`src/wwbcr_params.svh`:
```
/*
 * Register offsets, field positions, reset values and write masks of the
 * watchdog, transceiver-mode and wake-source configuration bank.
 * Assumes it is included by bare name from the design.
 */
`ifndef WWBCR_PARAMS_SVH
`define WWBCR_PARAMS_SVH

// ****************************************************************
// register offsets (7-bit serial address)
// ****************************************************************
`define WWBCR_OFS_WATCHDOG_CONFIG 7'h03
`define WWBCR_OFS_CAN_MODE 7'h04
`define WWBCR_OFS_INTERNAL_WAKE 7'h06
`define WWBCR_OFS_EXTERNAL_WAKE 7'h07

// ****************************************************************
// reset values (power-on and soft reset)
// ****************************************************************
`define WWBCR_RST_WATCHDOG_CONFIG 8'h14
`define WWBCR_RST_CAN_MODE 8'h00
`define WWBCR_RST_INTERNAL_WAKE 8'h00
`define WWBCR_RST_EXTERNAL_WAKE 8'h01

// ****************************************************************
// writable bits; reserved bits are zero here
// ****************************************************************
`define WWBCR_WMASK_WATCHDOG_CONFIG 8'hf7
`define WWBCR_WMASK_CAN_MODE 8'h03
`define WWBCR_WMASK_INTERNAL_WAKE 8'h44
`define WWBCR_WMASK_EXTERNAL_WAKE 8'ha1

// ****************************************************************
// restart: bits kept, the fixed part, fail-safe rewrite values
// ****************************************************************
`define WWBCR_RSTART_KEEP_WATCHDOG 8'hb0
`define WWBCR_RSTART_SET_WATCHDOG 8'h04
`define WWBCR_RSTART_KEEP_CAN_MODE 8'h03
`define WWBCR_RSTART_KEEP_INT_WAKE 8'h40
`define WWBCR_RSTART_KEEP_EXT_WAKE 8'ha1
`define WWBCR_FAILSAFE_CAN_MODE 8'h01
`define WWBCR_FAILSAFE_EXT_KEEP 8'ha0
`define WWBCR_FAILSAFE_EXT_SET 8'h01

// ****************************************************************
// field positions
// ****************************************************************
`define WWBCR_BIT_CHECKSUM 7
`define WWBCR_BIT_STOP_DOG_OFF_A 6
`define WWBCR_BIT_WINDOW_TYPE 5
`define WWBCR_BIT_DOG_BUS_WAKE 4
`define WWBCR_BIT_CYCLIC_WAKE 6
`define WWBCR_BIT_STOP_DOG_OFF_B 2
`define WWBCR_BIT_INT_SCOPE 7
`define WWBCR_BIT_VSENSE_SEL 5
`define WWBCR_BIT_WAKE_IN_EN 0

// ****************************************************************
// serial frame: 7 address bits, 1 write bit, 8 data bits, lsb first
// ****************************************************************
`define WWBCR_FRAME_BITS 5'h10
`define WWBCR_DATA_START 5'h08

`endif

```
`src/wwbcr_pkg.sv`:
```
/*
 * Types of the configuration bank: the decoded configuration bundle and
 * the whole module state. Assumes wwbcr_params.svh sits beside it.
 */
package wwbcr_pkg;

    // decoded configuration handed to the watchdog, transceiver and wake logic
    typedef struct packed {
        logic stop_dog_off;          // both stop-mode disable flags set
        logic window_type_select;    // 1 window, 0 time-out
        logic dog_start_on_bus_wake; // start with long open window
        logic [2:0] dog_period_sel;  // 10ms .. 10000ms code
        logic dog_csum_err;          // config byte has odd parity
        logic [1:0] can_mode;        // 00 off, 01 wake capable, 10 rx only
        logic cyclic_wake_enable;    // timer is a wake source
        logic int_scope_all;         // every status bit raises interrupt
        logic wake_src_enable;       // hv wake input is a live wake source
        logic vsense_meas_en;        // voltage measurement running
        logic level_status_hold;     // hold level status bits in reset
        logic gpio_ctrl_ignore;      // general pin settings ignored
    } wwbcr_cfg_t;

    // every flip-flop of the bank
    typedef struct packed {
        logic [2:0] csn_s;
        logic [2:0] clk_s;
        logic [2:0] sdi_s;
        logic csn_f;
        logic clk_f;
        logic sdi_f;
        logic [15:0] sin;
        logic [4:0] cnt;
        logic [7:0] sout;
        logic [7:0] watchdog_config;
        logic [7:0] can_transceiver_mode;
        logic [7:0] internal_wake_config;
        logic [7:0] external_wake_config;
        logic sdo;
        logic sdo_oe_n;
        logic spi_fail;
        wwbcr_cfg_t cfg;
    } wwbcr_state_t;

endpackage

```
`src/wwbcr_top.sv`:
```
/*
 * Serially accessed configuration bank: watchdog setup, transceiver mode,
 * timer and wake-input wake sources, voltage-sense option, interrupt scope,
 * plus hardware rewrites on fail-safe entry and stop-to-normal.
 * Assumes a slow serial clock (at most about 1/8 of SYS_CLK_I) since every
 * serial input pin is oversampled, and mode events arriving as one-cycle pulses from
 * logic on the same clock.
 */
// What this block does
// - bit 6 is stop-mode disable flag a
// - bit 5 selects window or time-out watchdog
// - bit 4 starts watchdog after bus wake
// - bits 2:0 select watchdog period
// - bits 1:0 select transceiver mode
// - fail-safe entry forces transceiver mode to 01
// - internal bit 6 enables timer wake
// - stop flag b cleared on stop-to-normal
// - external bit 7 selects interrupt scope
// - external bit 5 selects voltage sensing
// - external bit 0 enables wake input
// - sensing without fail output ignores enables
// - sensing set refused while fail output active
// - sensing measures in normal, holds level status
// - fail-safe entry without sensing forces external to x0x0 0001
// - sensing keeps wake input off in fail-safe
// - reserved bits ignore writes, read zero
// - write answer shows previous register contents
`timescale 1ns/1ps
`include "wwbcr_params.svh"

module wwbcr_top
    import wwbcr_pkg::*;
(
    input wire logic SYS_CLK_I,         // 40 MHz system clock
    input wire logic NRST_I,            // async power-on reset, low
    input wire logic SPI_CS_N_I,        // serial chip select, low
    input wire logic SPI_CLK_I,         // serial clock pin
    input wire logic SPI_SDI_I,         // serial data in pin
    input wire logic SOFT_RESET_I,      // soft reset pulse
    input wire logic RESTART_I,         // restart mode entry pulse
    input wire logic FAILSAFE_ENTRY_I,  // fail-safe entry by failure pulse
    input wire logic STOP_TO_NORMAL_I,  // stop to normal transition pulse
    input wire logic NORMAL_MODE_I,     // device is in normal mode
    input wire logic FAIL_OUTPUT_PIN_ACTIVE_I, // fail output asserted
    output logic SPI_SDO_O,             // serial data out value
    output logic SPI_SDO_OE_N_O,        // serial out enable, low drives
    output logic SPI_FAIL_SET_O,        // serial access failure pulse
    output wwbcr_cfg_t CFG_O            // decoded configuration
);

    wwbcr_state_t q;
    wwbcr_state_t d;
    logic clk_rise;
    logic clk_fall;
    logic frame_end;
    logic [6:0] wr_addr;
    logic [7:0] wr_data;
    logic sense_live;

    // ****************************************************************
    // register read decode
    // ****************************************************************

    // unmapped addresses read zero; reserved bits are never stored
    function automatic logic [7:0] reg_read(input logic [6:0] addr,
                                            input wwbcr_state_t s);
        logic [7:0] v;
        v = 8'h00;
        case (addr)
            `WWBCR_OFS_WATCHDOG_CONFIG: v = s.watchdog_config;
            `WWBCR_OFS_CAN_MODE: v = s.can_transceiver_mode;
            `WWBCR_OFS_INTERNAL_WAKE: v = s.internal_wake_config;
            `WWBCR_OFS_EXTERNAL_WAKE: v = s.external_wake_config;
            default: v = 8'h00;
        endcase
        return v;
    endfunction

    // ****************************************************************
    // next state
    // ****************************************************************

    // one pass: pins, serial shifter, writes, hardware rewrites, outputs
    always_comb begin
        d = q;
        clk_rise = 1'b0;
        clk_fall = 1'b0;
        frame_end = 1'b0;
        wr_addr = q.sin[6:0];
        wr_data = q.sin[15:8];
        sense_live = 1'b0;
        d.spi_fail = 1'b0;

        // three-stage sampling; a level counts once stages two and three agree
        d.csn_s = {q.csn_s[1:0], SPI_CS_N_I};
        d.clk_s = {q.clk_s[1:0], SPI_CLK_I};
        d.sdi_s = {q.sdi_s[1:0], SPI_SDI_I};
        if (q.csn_s[1] == q.csn_s[2]) begin
            d.csn_f = q.csn_s[2];
        end
        if (q.clk_s[1] == q.clk_s[2]) begin
            d.clk_f = q.clk_s[2];
        end
        if (q.sdi_s[1] == q.sdi_s[2]) begin
            d.sdi_f = q.sdi_s[2];
        end
        clk_rise = d.clk_f & ~q.clk_f;
        clk_fall = ~d.clk_f & q.clk_f;

        // shifter: sample on rising edge, lsb first, only inside a frame
        if (d.csn_f) begin
            d.cnt = 5'h00;
            frame_end = ~q.csn_f & (q.cnt == `WWBCR_FRAME_BITS);
        end else if (clk_rise && q.cnt != `WWBCR_FRAME_BITS) begin
            d.sin = {d.sdi_f, q.sin[15:1]};
            d.cnt = q.cnt + 5'h01;
        end

        // answer byte is the stored value, latched before any commit
        if (!d.csn_f && clk_fall) begin
            if (q.cnt == `WWBCR_DATA_START) begin
                d.sout = reg_read(q.sin[14:8], q);
            end else if (q.cnt > `WWBCR_DATA_START) begin
                d.sout = {1'b0, q.sout[7:1]};
            end
        end

        // commit only complete write frames at chip-select release
        if (frame_end && q.sin[7]) begin
            case (wr_addr)
                `WWBCR_OFS_WATCHDOG_CONFIG: begin
                    d.watchdog_config = wr_data & `WWBCR_WMASK_WATCHDOG_CONFIG;
                end
                `WWBCR_OFS_CAN_MODE: begin
                    d.can_transceiver_mode = wr_data & `WWBCR_WMASK_CAN_MODE;
                end
                `WWBCR_OFS_INTERNAL_WAKE: begin
                    d.internal_wake_config = wr_data &
                        `WWBCR_WMASK_INTERNAL_WAKE;
                end
                `WWBCR_OFS_EXTERNAL_WAKE: begin
                    d.external_wake_config = wr_data &
                        `WWBCR_WMASK_EXTERNAL_WAKE;
                    // sensing cannot be chosen while the fail output is on
                    if (FAIL_OUTPUT_PIN_ACTIVE_I &&
                        wr_data[`WWBCR_BIT_VSENSE_SEL]) begin
                        d.external_wake_config[`WWBCR_BIT_VSENSE_SEL] =
                            1'b0;
                        d.spi_fail = 1'b1;
                    end
                end
                default: begin
                end
            endcase
        end

        // hardware rewrites follow the host write so they win a collision
        if (STOP_TO_NORMAL_I) begin
            d.internal_wake_config[`WWBCR_BIT_STOP_DOG_OFF_B] = 1'b0;
        end
        if (FAILSAFE_ENTRY_I) begin
            // keep the device wakeable over the bus
            d.can_transceiver_mode = `WWBCR_FAILSAFE_CAN_MODE;
            if (!d.external_wake_config[`WWBCR_BIT_VSENSE_SEL]) begin
                d.external_wake_config = (d.external_wake_config &
                    `WWBCR_FAILSAFE_EXT_KEEP) | `WWBCR_FAILSAFE_EXT_SET;
            end
        end
        if (RESTART_I) begin
            d.watchdog_config = (d.watchdog_config &
                `WWBCR_RSTART_KEEP_WATCHDOG) | `WWBCR_RSTART_SET_WATCHDOG;
            d.can_transceiver_mode = d.can_transceiver_mode &
                `WWBCR_RSTART_KEEP_CAN_MODE;
            d.internal_wake_config = d.internal_wake_config &
                `WWBCR_RSTART_KEEP_INT_WAKE;
            d.external_wake_config = d.external_wake_config &
                `WWBCR_RSTART_KEEP_EXT_WAKE;
        end
        if (SOFT_RESET_I) begin
            d.watchdog_config = `WWBCR_RST_WATCHDOG_CONFIG;
            d.can_transceiver_mode = `WWBCR_RST_CAN_MODE;
            d.internal_wake_config = `WWBCR_RST_INTERNAL_WAKE;
            d.external_wake_config = `WWBCR_RST_EXTERNAL_WAKE;
        end

        // serial output: zeros during the address byte, pin released when idle
        d.sdo_oe_n = d.csn_f;
        d.sdo = (!d.csn_f && d.cnt >= `WWBCR_DATA_START) ? d.sout[0] : 1'b0;

        // decoded configuration, registered so outputs come from flops
        sense_live = d.external_wake_config[`WWBCR_BIT_VSENSE_SEL] &
            ~FAIL_OUTPUT_PIN_ACTIVE_I;
        d.cfg.stop_dog_off =
            d.watchdog_config[`WWBCR_BIT_STOP_DOG_OFF_A] &
            d.internal_wake_config[`WWBCR_BIT_STOP_DOG_OFF_B];
        d.cfg.window_type_select =
            d.watchdog_config[`WWBCR_BIT_WINDOW_TYPE];
        d.cfg.dog_start_on_bus_wake =
            d.watchdog_config[`WWBCR_BIT_DOG_BUS_WAKE];
        d.cfg.dog_period_sel = d.watchdog_config[2:0];
        // parity is the host's duty; flag it rather than refuse it
        d.cfg.dog_csum_err = ^d.watchdog_config;
        d.cfg.can_mode = d.can_transceiver_mode[1:0];
        d.cfg.cyclic_wake_enable =
            d.internal_wake_config[`WWBCR_BIT_CYCLIC_WAKE];
        d.cfg.int_scope_all =
            d.external_wake_config[`WWBCR_BIT_INT_SCOPE];
        // sensing mode stops the wake input being a wake source; timer wake is unaffected
        d.cfg.wake_src_enable =
            d.external_wake_config[`WWBCR_BIT_WAKE_IN_EN] &
            ~d.external_wake_config[`WWBCR_BIT_VSENSE_SEL];
        d.cfg.vsense_meas_en = sense_live & NORMAL_MODE_I;
        d.cfg.level_status_hold = sense_live;
        d.cfg.gpio_ctrl_ignore = sense_live;
    end

    // ****************************************************************
    // state register
    // ****************************************************************

    // reset loads documented power-on values; chip select idles high
    always_ff @(posedge SYS_CLK_I or negedge NRST_I) begin
        if (!NRST_I) begin
            q <= '0;
            q.csn_s <= 3'h7;
            q.csn_f <= 1'b1;
            q.sdo_oe_n <= 1'b1;
            q.watchdog_config <= `WWBCR_RST_WATCHDOG_CONFIG;
            q.can_transceiver_mode <= `WWBCR_RST_CAN_MODE;
            q.internal_wake_config <= `WWBCR_RST_INTERNAL_WAKE;
            q.external_wake_config <= `WWBCR_RST_EXTERNAL_WAKE;
            q.cfg.dog_start_on_bus_wake <= 1'b1;
            q.cfg.dog_period_sel <= 3'h4;
            q.cfg.wake_src_enable <= 1'b1;
        end else begin
            q <= d;
        end
    end

    // ****************************************************************
    // outputs
    // ****************************************************************

    assign SPI_SDO_O = q.sdo;
    assign SPI_SDO_OE_N_O = q.sdo_oe_n;
    assign SPI_FAIL_SET_O = q.spi_fail;
    assign CFG_O = q.cfg;

endmodule

```
`config.mk`:
```
export PLATFORM = sky130hd
export DESIGN_NAME = wwbcr_top
export DESIGN_NICKNAME = d
export VERILOG_FILES = /design/src/wwbcr_pkg.sv /design/src/wwbcr_top.sv
export VERILOG_INCLUDE_DIRS = /design/src
export SDC_FILE = /design/constraint.sdc
export NUM_CORES = 1
export LEC_CHECK = 0
export CAP_MARGIN = 0
export CORE_MARGIN = 5
export CORE_UTILIZATION = 63
export DETAILED_ROUTE_END_ITERATION = 10
export DONT_BUFFER_PORTS = 1
export HOLD_SLACK_MARGIN = 0.03
export PLACE_DENSITY = 0.84
export SLEW_MARGIN = 20
export SYNTH_ARGS = -nofsm -noshare
export SYNTH_HDL_FRONTEND = slang
export SYNTH_SLANG_ARGS = --single-unit
```
`constraint.sdc`:
```
create_clock -name SYS_CLK_I -period 2.9 [get_ports SYS_CLK_I]
set_clock_uncertainty 0.2 [all_clocks]
set_input_delay 0.87 -clock SYS_CLK_I [delete_from_list [all_inputs] [get_ports SYS_CLK_I]]
set_output_delay 0.87 -clock SYS_CLK_I [all_outputs]
set_load 0.05 [all_outputs]
```
# After elaboration in Yosys (flattened, before gate mapping)
# Index checks and enable logic that the tools add are counted.
word_totals:
  ff_bits: 87
  input_bits: 11
classes:
  reduce_logical: 16
  order_cmp: 2
  add_sub_neg: 1
  bitwise_logic: 13
  eq_ne: 14
  mux: 26
ops:
  columns: ["cell", "count"]
  rows:
  - ["32-bit 2-to-1 mux", 2]
  - ["8-bit 2-to-1 mux", 7]
  - ["7-bit by 3-bit equality test with 1-bit output (second input constant)", 6]
  - ["8-bit one-hot mux with 4 select lines", 1]
  - ["31-bit 2-to-1 mux", 1]
  - ["7-bit by 2-bit equality test with 1-bit output (second input constant)", 2]
  - ["7-bit 2-to-1 mux", 2]
  - ["1-bit 2-to-1 mux", 11]
  - ["5-bit 2-to-1 mux", 2]
  - ["2-bit AND reduction", 4]
  - ["4-bit nonzero test", 2]
  - ["8-bit XOR reduction", 1]
  - ["1-bit AND", 7]
  - ["1-bit inverter", 6]
  - ["3-bit nonzero test", 2]
  - ["5-bit by 1-bit adder with 5-bit output (second input constant)", 1]
  - ["5-bit by 4-bit equality test with 1-bit output (second input constant)", 1]
  - ["5-bit equality test (second input constant)", 1]
  - ["5-bit by 4-bit >= comparator with 1-bit output (second input constant)", 1]
  - ["5-bit by 4-bit greater-than comparator with 1-bit output (second input constant)", 1]
  - ["1-bit logical AND", 5]
  - ["5-bit inequality test (second input constant)", 1]
  - ["1-bit equality test", 3]
  - ["2-bit nonzero test", 1]
  - ["1-bit logical NOT", 1]

# Depth between registers and ports, before layout
# Gate-level depths: netlist (run 1).
depth:
  depth_word: 11
  ltp_mapped: 9
  mapped_depth_nobuf: 7

# Worst setup path before layout (run 1)
# OpenSTA, ideal clock, no wires.
synth_timing:
  kind: "flip-flop to flip-flop"
  start: "reg q[58] in the netlist's numbering"
  end: "reg q[64] in the netlist's numbering"
  setup_ns: 0.125
  required_time_ns: 2.575
  path_stages_with_launch: 9
  path_slack_ns: 0.658
  t_arrival_ns: 1.917
  cell_sequence: "dfrtp_1 > inv_1 > ha_1 > and4bb_4 > nor4bb_4 > and2b_1 > buf_6 > buf_12 > mux2_4"
synth_between:
  elab_chain_cells: 3
synth_lines:
  columns: ["item", "line", "source"]
  rows:
  - ["start: declaration", "wwbcr_top.sv:51", "wwbcr_state_t q;"]
  - ["5-bit inequality test (no source line)", null, null]
  - ["1-bit logical AND (no source line)", null, null]
  - ["2-bit AND reduction (no source line)", null, null]
# Every way passes these cells.
# A chain may end at the register's enable or synchronous reset.

# Worst setup path after layout (run 1)
layout_timing:
  start: "reg q[58] in the netlist's numbering"
  end: "reg q[73] in the netlist's numbering"
# The elaborated chain is that of the path after synthesis.

==> results of run 1 <==
-- power by group through the flow --
stage	registers, uW	logic (uW)	clock network (uW)
CTS	1090	200	757
floorplan	1060	202	0
global route	1110	218	799
finish	1090	197	742
global placement	1110	174	0
detailed placement	1110	179	0
-- routing by layer --
metal  vias up  routed length [microns]  part of all wire [%]  track usage, %
li1        921                        -                     -               -
met1       980                     2650                    44            27.0
met2        42                     2960                    49            31.4
met3        12                      311                   5.1            4.99
met4         0                      154                   2.5            12.0
met5         -                        0                     0               0
-- through the flow --
stage / cell area, sq um / std cells / worst slack (ns)
final: 3400 / 334 / 0.489
after global routing: 3400 / 334 / 0.381
after CTS: 3400 / 334 / 0.481
after detailed placement: 3190 / 318 / 0.492
after global placement: 3190 / 318 / 0.583
after floorplan: 3280 / 275 / 0.658
-- final cells by class --
class	instances	area [sq um]
fillers	377	1680
repair buffers	4	50.0
flip-flops and latches	68	1710
inverters	7	26.3
clock inverters	2	35.0
multi-input cells	170	1340
clock buffers	13	149
well taps	70	87.6
-- critical path, cell delays in order (launching register included) --
cell and delay, ns:
dfrtp_1 0.40, inv_1 0.07, ha_1 0.21, and4bb_4 0.24, nor4bb_4 0.37, and2b_1 0.17
buf_4 0.26, mux2_2 0.37
-- registers in the layout (all words and copies together), names as in the netlist --
name            count
q                  51
CFG_O               8
d                   6
SPI_FAIL_SET_O      1
SPI_SDO_O           1
SPI_SDO_OE_N_O      1
-- worst max path at each step --
stage	from	to	slack, ns	depth (start not counted)
2_1_floorplan	q[58]$_DFF_PN0_	q[64]$_DFFE_PN0P_	0.66	8
3_3_place_gp	q[58]$_DFF_PN0_	q[71]$_DFFE_PN0P_	0.58	7
3_5_place_dp	q[58]$_DFF_PN0_	q[67]$_DFFE_PN0P_	0.49	7
4_1_cts	q[58]$_DFF_PN0_	q[67]$_DFFE_PN0P_	0.48	7
5_1_grt	q[58]$_DFF_PN0_	q[73]$_DFFE_PN0P_	0.38	7
6_report	q[58]$_DFF_PN0_	q[73]$_DFFE_PN0P_	0.49	7
-- cells in the final DEF (no fill, tap or decap), types with 2 or more instances in the layout --
master / n
maj3_1: 2
a21o_1: 2
nand4_1: 5
nor2_1: 19
clkbuf_8: 10
nor3_1: 7
dfstp_2: 8
buf_4: 3
a2bb2oi_1: 3
clkbuf_1: 3
dfrtp_1: 60
and3b_1: 2
nand2b_1: 2
nand4bb_1: 2
mux2_4: 6
a22oi_1: 3
inv_1: 7
ha_1: 2
mux2_2: 10
a21oi_1: 5
nand3_1: 5
o21ai_0: 10
xor2_1: 5
mux2i_1: 17
xnor2_1: 8
and3_1: 5
nor4_1: 2
nor2b_1: 5
and2_1: 6
and4b_1: 2
nand2_1: 11
a211o_1: 2
-- logic make-up after synthesis --
group,share of synthesized area [%]
adder cells (fa/ha/maj),1.79
flip-flops,52.1
AND/OR/NAND/NOR,16.0
AO/OA/AOI/OAI,7.51
multiplexers,11.4
XOR/XNOR,4.15
buffers and inverters,7.05
==> results by group, run 1 <==
Pwr
  • Share of total power in the clock network: 36.5%
  • Seq pwr share: approximately 54%
  • VDD IR max: 377 uV
  • Leakage: 0.00154 uW
  • Total power: ~2000 uW
  • Power Density: around 600 nW/um^2
  • NetSw: 498 uW
  • Internal power: 1530 uW
  • Switching Fraction: about a quarter
  • Comb pwr share: 9.7%

Cells and area
  • Nets@finish: 273
  • Layout cells sized above 1: about a fifth
  • Layout area overhead: 3.54%
  • Final Util: 67.0%
  • Ant. Diodes: 0

CTS
  • # clock sinks: 68
  • CTS Hold Bufs: 1
  • Worst-Skew Late Latency: ~0.34 ns
  • Clock slew at reported path FFs: 0.07 ns
  • Post_cts resized: 0
  • CTS H-Tree Depth: 3
  • CTS Buffer Depth: 2
  • CTS Buf Count: 9
  • CTS tree: done
  • CTS Root Cell: clkbuf_8
  • Number of post-CTS setup repair buffers: 0

Logic synthesis
  • Area of the mapped netlist: approximately 3300 sq um
  • Post-Syn Nets: 288
  • Mapped Avg Cell Area: 11.9 sq um
  • Yosys Warn Count: 0
  • Top post-synthesis cells by area: dfrtp_1, dfstp_2, mux2i_1, buf_4, mux2_2
  • Post-synthesis sequential area ratio: 52.1%
  • Post-synth top cells: dfrtp_1, nor2_1, mux2i_1, buf_4, nand2_1
  • Synth top area share: 45.7%
  • Count leader, synth: dfrtp_1
  • Post-synth top flop: dfrtp_1
  • Netlist cell types: 57
  • Post-synth EDFFs: 0
  • Cell taking the most area after synthesis: dfrtp_1
  • Post-synthesis async set-or-reset flop share: 100%
  • Synth Instances: approximately 280
  • Register bit count reported by yosys: between 60 and 70

Place
  • Number of port buffers: 0
  • Gpl congestion: around 0.80
  • Detail Placement HPWL: approximately 4100 microns

Timing
  • Worst-Margin Slew: 0.679 ns
  • Count of final setup violators: 0
  • Final worst path period need: 2.41 ns
  • Total negative slack: 0 ns
  • Worst rel slew slack: 54.7%
  • RSZ-0062 raised after global routing: no
  • Final hold violations: 0
  • FMAX: 0.415 GHz
  • Hold WS: 0.152 ns
  • Final Max Tran Viols: 0
  • Period utilization: between 80 and 90%

Route
  • Post-route DRC: 0
  • Routed Antenna Nets: 0
  • DRT Pass-1 Iters: 4
  • Vias/cell: about 6
  • Drt wl/cell: ~18 microns
  • Initial DRC count: 164
  • Via count: a little under 2000
  • Final WL: 6070 microns

Hold path
  • Hold Path Depth: 0
  • Worst Hold Launch: d[86]$_DFF_PN0_
  • Hold Crit Class: flop to flop
  • Hold endpoint: d[87]$_DFF_PN0_

Worst setup path
  • Worst r2r src: q[58]$_DFF_PN0_
  • Worst endpoint required time: 2.92 ns
  • Reg2reg path depth: 7
  • R2r endpoint: q[73]$_DFFE_PN0P_
  • Crit Path Class: flop to flop
  • Worst Setup Start Kind: flop
  • Crit-path max FO: 18
  • Critical Path End Type: flop
  • Critical Path AT: 2.43 ns
  • R2R setup slack: between 0.4 and 0.5 ns

Die
  • Die area: about 6800 sq um
  • DIE WIDTH: about 80 microns
  • Row count: 26
  • Boundary pin count: 29
  • Core Area: between 5000 and 6000 sq um
  • Initial core utilization: 64.7%
  • Die H: 82.2 microns

Global routing
  • Initial antenna violation count: 0
  • Vias in the first global route: 2016
  • First-pass GRT wire length: 10200 microns
  • Total Routing Usage GR: between 20% and 30%
  • Largest net degree at the start of global routing: 61
  • Gr ovfl total: 0

Run status
  • Outcome: finished, final reports clean

Run
  • Max-Cap Viols: 0
No activity file was read; power rests on OpenSTA's default activity.
==> inputs of run 2 (changes only) <==
Settings changed: CORE_UTILIZATION 63 to 57, PLACE_DENSITY 0.84 to 0.8.
Clock period 2.9 ns to 2 ns, I/O delays scaled along.
==> results by group, run 2 (synthesized netlist as in run 1, its figures left out) <==
Cells and area
  • Fin cells: 372 (was 334)
  • Nets@finish: 308 (was 273)
  • Ant. Diodes: 0 (unchanged)
  • Max reg flops: 51 (unchanged)
  • Commonest cells after routing, fill and taps aside: dfrtp_1, buf_4, nor2_1 (was dfrtp_1, nor2_1, mux2i_1)
  • Layout area overhead: 16.8% (was 3.54%)
  • Most common cell after layout, fill and taps aside: dfrtp_1 (unchanged)
  • Layout cells sized above 1: 36.3% (was 18.9%)
  • Top reg by flops: q (unchanged)

Worst setup path
  • Setup crit start: q[59]$_DFF_PN0_ (was q[58]$_DFF_PN0_)
  • Crit-path max FO: 7 (was 18)
  • Critical Path AT: 2.16 ns (was 2.43 ns)
  • Reg2reg path depth: 7 (unchanged)
  • Worst endpoint required time: 2.04 ns (was 2.92 ns)
  • Crit Path Class: flop to flop (unchanged)
  • Worst r2r src: q[59]$_DFF_PN0_ (was q[58]$_DFF_PN0_)
  • Worst Setup Start Kind: flop (unchanged)
  • R2r endpoint: q[76]$_DFFE_PN0P_ (was q[73]$_DFFE_PN0P_)
  • Critical Path End Type: flop (unchanged)
  • R2R setup slack: -0.12 ns (was 0.49 ns)

Timing
  • Hold WS: -0.258 ns (was 0.152 ns)
  • Period utilization: 106% (was 83.1%)
  • Final hold violations: 68 (was 0)
  • Count of final setup violators: 22 (was 0)
  • RSZ-0062 raised after global routing: yes (was no)
  • Worst rel slew slack: 64.2% (was 54.7%)
  • Total negative slack: -1.90 ns (was 0 ns)
  • Final worst path period need: 2.12 ns (was 2.41 ns)
  • FMAX: 0.471 GHz (was 0.415 GHz)
  • Worst-Margin Slew: 0.537 ns (was 0.679 ns)
  • Final Max Tran Viols: 0 (unchanged)
  • Final Worst Setup Slack: -0.124 ns (was 0.489 ns)

Run status
  • Failing checks: negative hold slack, negative setup slack
  • Outcome: complete, but fails checks (was finished, final reports clean)

Route
  • Initial DRC count: 143 (was 164)
  • Via count: 2133 (was 1955)
  • Final WL: 6920 microns (was 6070 microns)
  • Routed Antenna Nets: 0 (unchanged)
  • Drt wl/cell: 18.6 microns (was 18.2 microns)
  • Post-route DRC: 0 (unchanged)
  • Vias/cell: 5.73 (was 5.85)
  • DRT Pass-1 Iters: 4 (unchanged)

CTS
  • CTS Root Cell: clkbuf_8 (unchanged)
  • CTS H-Tree Depth: 3 (unchanged)
  • CTS Buffer Depth: 2 (unchanged)
  • # clock sinks: 68 (unchanged)
  • CTS Buf Count: 9 (unchanged)
  • Worst-Skew Late Latency: 0.35 ns (was 0.34 ns)
  • CTS tree: done (unchanged)
  • Clock slew at reported path FFs: 0.07 ns (about the same)

Run
  • Max-Cap Viols: 0 (unchanged)

Pwr
  • Leakage: 0.00176 uW (was 0.00154 uW)
  • Total power: 3020 uW (was 2030 uW)
  • Power Density: 788 nW/um^2 (was 598 nW/um^2)
  • VDD IR max: 686 uV (was 377 uV)

Global routing
  • Initial antenna violation count: 0 (unchanged)
  • Vias in the first global route: 2241 (was 2016)
  • Total Routing Usage GR: 19.3% (was 20.7%)
  • Gr ovfl total: 0 (unchanged)
  • Largest net degree at the start of global routing: 69 (was 61)
  • First-pass GRT wire length: 11000 microns (was 10200 microns)

Hold path
  • Hold Crit Class: input pin to async pin (was flop to flop)

Die
  • Initial core utilization: 59.3% (was 64.7%)
  • Row count: 27 (was 26)
  • DIE WIDTH: 85.9 microns (was 82.2 microns)
  • Boundary pin count: 29 (unchanged)
  • Die H: 85.9 microns (was 82.2 microns)
  • Core Area: 5540 sq um (was 5070 sq um)
  • Die area: 7380 sq um (was 6760 sq um)

Place
  • Detail Placement HPWL: 4560 microns (was 4080 microns)
  • Placed Instances: 350 (was 318)
  • Number of port buffers: 0 (unchanged)
  • Gpl congestion: 0.784 (was 0.797)
[run 2: cell type report]
cell class                 instances  area [sq um]
multi-input combinational        170          1470
timing repair buffer              39           357
tap                               72          90.1
clock buffer                      10           138
fill                             379          1710
sequential                        68          1710
inverter                           7          26.3
clock inverter                     6          40.0
[run 2: critical path, cell delays in order, from the launching register on]
cell	delay [ns]
dfrtp_1	0.34
inv_1	0.05
ha_2	0.18
and4bb_4	0.24
nor4bb_4	0.29
and2b_2	0.25
clkbuf_16	0.18
mux2_4	0.30
[run 2: where the power goes]
group,internal [uW],total [uW],switching (uW)
Sequential,1450,1540,89.6
Combinational,253,482,229
Clock,477,1000,522
[run 2: how the worst max path moves through the flow]
stage	cells past startpoint	slack, ns	endpoint
after floorplan	8	-0.23	q[64]$_DFFE_PN0P_
after detailed placement	7	-0.12	q[78]$_DFFE_PN0P_
final	7	-0.12	q[76]$_DFFE_PN0P_
after CTS	7	-0.12	q[78]$_DFFE_PN0P_
after global placement	7	-0.07	q[73]$_DFFE_PN0P_
after global routing	7	-0.20	q[76]$_DFFE_PN0P_
[run 2: stage by stage]
step	area [sq um]	utilization, %	hold WS, ns	setup slack, ns
2_1_floorplan	3320	-	0.104	-0.226
3_3_place_gp	3470	62.6	0.106	-0.0734
3_5_place_dp	3470	62.6	0.106	-0.120
4_1_cts	3690	66.6	-0.272	-0.118
5_1_grt	3830	69.2	-0.284	-0.202
6_report	3830	69.2	-0.258	-0.124
[run 2: layer usage]
metal	up-vias	share of wire, %	global-route usage (%)
met5	-	0	0
met4	0	3.2	8.06
met3	20	6.8	7.40
met2	61	49	29.9
met1	1052	41	24.0
li1	1000	-	-
[run 2: timing repair]
item	in CTS	in global routing
endpoints found under the hold margin	68	69
gates resized for setup	6	25
cloned	0	1
pin swaps	1	8
buffers inserted	2	2
endpoints found under the setup margin	22	38
==> inputs of run 3 (changes only) <==
Settings changed: CORE_UTILIZATION 57 to 63, PLACE_DENSITY 0.8 to 0.84, REMOVE_ABC_BUFFERS set to 1.
Clock period 2 ns to 2.3 ns, I/O delays scaled along.
==> results by group, run 3 (synthesized netlist as in run 1, its figures left out) <==
Worst setup path
  • R2r endpoint: CFG_O[8]$_DFF_PN0_ (was q[76]$_DFFE_PN0P_)
  • Slowest-stage cell, CP: or3_1 (was dfrtp_1)
  • Worst Setup Start Kind: flop (unchanged)
  • Critical Path End Type: flop (unchanged)
  • Critical Path AT: 2.23 ns (was 2.16 ns)
  • R2R setup slack: 0.08 ns (was -0.12 ns)
  • Crit Path Class: flop to flop (unchanged)
  • Slowest stage delay, CP: 0.43 ns (was 0.34 ns)
  • Worst endpoint required time: 2.31 ns (was 2.04 ns)
  • Crit-path max FO: 6 (was 7)
  • Reg2reg path depth: 7 (unchanged)
  • Worst path cell trace: inv_1, ha_1, and4bb_4, nand4_1, or3_1, o31ai_1, a2111oi_2 (was inv_1, ha_2, and4bb_4, nor4bb_4, and2b_2, clkbuf_16, mux2_4)
  • Worst r2r src: q[58]$_DFF_PN0_ (was q[59]$_DFF_PN0_)

Timing
  • Final Max Tran Viols: 0 (unchanged)
  • Total negative slack: 0 ns (was -1.90 ns)
  • Count of final setup violators: 0 (was 22)
  • FMAX: 0.450 GHz (was 0.471 GHz)
  • Worst rel slew slack: 58.4% (was 64.2%)
  • Final worst path period need: 2.22 ns (was 2.12 ns)
  • Worst-Margin Slew: 0.624 ns (was 0.537 ns)
  • Period utilization: 96.5% (was 106%)
  • RSZ-0062 raised after global routing: yes (unchanged)
  • Final hold violations: 60 (was 68)
  • Hold WS: -0.161 ns (was -0.258 ns)

CTS
  • CTS Buf Count: 9 (unchanged)
  • CTS Buffer Depth: 2 (unchanged)
  • CTS tree: done (unchanged)
  • Clock slew at reported path FFs: 0.08 ns (was 0.07 ns)
  • # clock sinks: 68 (unchanged)
  • CTS Root Cell: clkbuf_8 (unchanged)
  • CTS H-Tree Depth: 3 (unchanged)
  • Worst-Skew Late Latency: 0.34 ns (was 0.35 ns)

Place
  • Dpl cell area: 3280 sq um (was 3470 sq um)
  • Gpl congestion: 0.832 (was 0.784)
  • Detail Placement HPWL: 4280 microns (was 4560 microns)
  • Placed Instances: 329 (was 350)
  • Number of port buffers: 0 (unchanged)

Cells and area
  • Commonest cells after routing, fill and taps aside: dfrtp_1, nor2_1, mux2i_1 (was dfrtp_1, buf_4, nor2_1)
  • Fin cells: 348 (was 372)
  • Layout area overhead: 6.48% (was 16.8%)
  • Layout cells sized above 1: 24.1% (was 36.3%)
  • Fillers: 375 (was 379)
  • Final Util: 68.9% (was 69.2%)
  • Ant. Diodes: 0 (unchanged)
  • Most common cell after layout, fill and taps aside: dfrtp_1 (unchanged)
  • Post-Layout Inst Area: 3500 sq um (was 3830 sq um)
  • Max reg flops: 51 (unchanged)
  • Top reg by flops: q (unchanged)
  • Nets@finish: 286 (was 308)

Route
  • Routed Antenna Nets: 0 (unchanged)
  • Post-route DRC: 0 (unchanged)
  • Final WL: 6300 microns (was 6920 microns)
  • Via count: 2013 (was 2133)
  • DRT Pass-1 Iters: 4 (unchanged)
  • Drt wl/cell: 18.1 microns (was 18.6 microns)
  • Vias/cell: 5.78 (was 5.73)
  • Initial DRC count: 138 (was 143)

Hold path
  • Hold Crit Class: input pin to async pin (unchanged)

Die
  • DIE WIDTH: 82.2 microns (was 85.9 microns)
  • Die H: 82.2 microns (was 85.9 microns)
  • Core Area: 5070 sq um (was 5540 sq um)
  • Boundary pin count: 29 (unchanged)
  • Initial core utilization: 64.7% (was 59.3%)
  • Row count: 26 (was 27)
  • Die area: 6760 sq um (was 7380 sq um)

Global routing
  • Total Routing Usage GR: 21.7% (was 19.3%)
  • Vias in the first global route: 2083 (was 2241)
  • Largest net degree at the start of global routing: 69 (unchanged)
  • First-pass GRT wire length: 10700 microns (was 11000 microns)
  • Gr ovfl total: 0 (unchanged)
  • Initial antenna violation count: 0 (unchanged)

Pwr
  • VDD IR max: 477 uV (was 686 uV)
  • Power Density: 728 nW/um^2 (was 788 nW/um^2)
  • Leakage: 0.00160 uW (was 0.00176 uW)

Run status
  • Outcome: complete, but fails checks (unchanged)
  • Failing checks: negative hold slack (was negative hold slack, negative setup slack)

Run
  • Max-Cap Viols: 0 (unchanged)
[run 3: cell count changes in the layout (fill, tap and decap cells not counted), moves of 2 or more]
cell        change
mux2_4          -2
clkinvlp_4      -4
o21ai_2         -3
nor3_1          +2
clkbuf_1        +2
clkbuf_8        +2
buf_6           -5
mux2_2          +2
mux2i_1         +2
o21ai_0         +4
nand2_1         +2
nor3_2          -2
buf_4          -14
[run 3: metal layers]
layer / vias up / GRT usage (%) / share of wire [%]
met5: - / 0 / 0
met4: 0 / 9.14 / 1.3
met3: 7 / 6.40 / 6.2
met2: 46 / 32.1 / 48
met1: 1013 / 29.8 / 44
li1: 947 / - / -
[run 3: through the flow]
step	setup WS, ns	power, uW
4_1_cts	0.0883	2540
5_1_grt	-0.0000686	2650
2_1_floorplan	-0.172	1560
6_report	0.0794	2550
3_3_place_gp	0.131	1640
3_5_place_dp	0.0953	1650
[run 3: report_power, final]
part | internal, uW | leakage, uW | switching [uW]
Sequential | 1260 | 0.000896 | 95.9
Combinational | 175 | 0.000611 | 124
Clock | 477 | 0.0000965 | 414
Total | 1910 | 0.00160 | 634
[run 3: worst max path at each step]
stage,to,cells after the start,startpoint
2_1_floorplan,q[66]$_DFFE_PN0P_,6,q[58]$_DFF_PN0_
3_3_place_gp,CFG_O[8]$_DFF_PN0_,7,q[58]$_DFF_PN0_
3_5_place_dp,CFG_O[8]$_DFF_PN0_,7,q[58]$_DFF_PN0_
4_1_cts,CFG_O[8]$_DFF_PN0_,7,q[58]$_DFF_PN0_
5_1_grt,CFG_O[8]$_DFF_PN0_,7,q[59]$_DFF_PN0_
6_report,CFG_O[8]$_DFF_PN0_,7,q[58]$_DFF_PN0_
[run 3: layout make-up]
cell class                 instances  area [sq um]  share of cell area [%]
multi-input combinational        170          1350                    38.5
sequential                        68          1710                    49.0
clock inverter                     2          10.0                   0.286
timing repair buffer              17           140                    4.01
tap                               70          87.6                    2.51
inverter                           7          26.3                   0.752
clock buffer                      14           173                    4.94
[run 3: timing repair]
| action | 4_1_cts | 5_1_grt |
|---|---|---|
| hold endpoints to repair | 68 | 68 |
| setup endpoints to repair | 0 | 10 |
| gates resized for setup | 0 | 2 |
| buffers inserted | 0 | 3 |
[run 3: worst max-delay path, delay by kind of cell (launching register included)]
kind | cells | cell delay, ns
compound gates | 2 | 0.42
fa+ha+maj | 1 | 0.16
buf+inv | 1 | 0.07
flops | 1 | 0.41
simple gates | 3 | 0.84
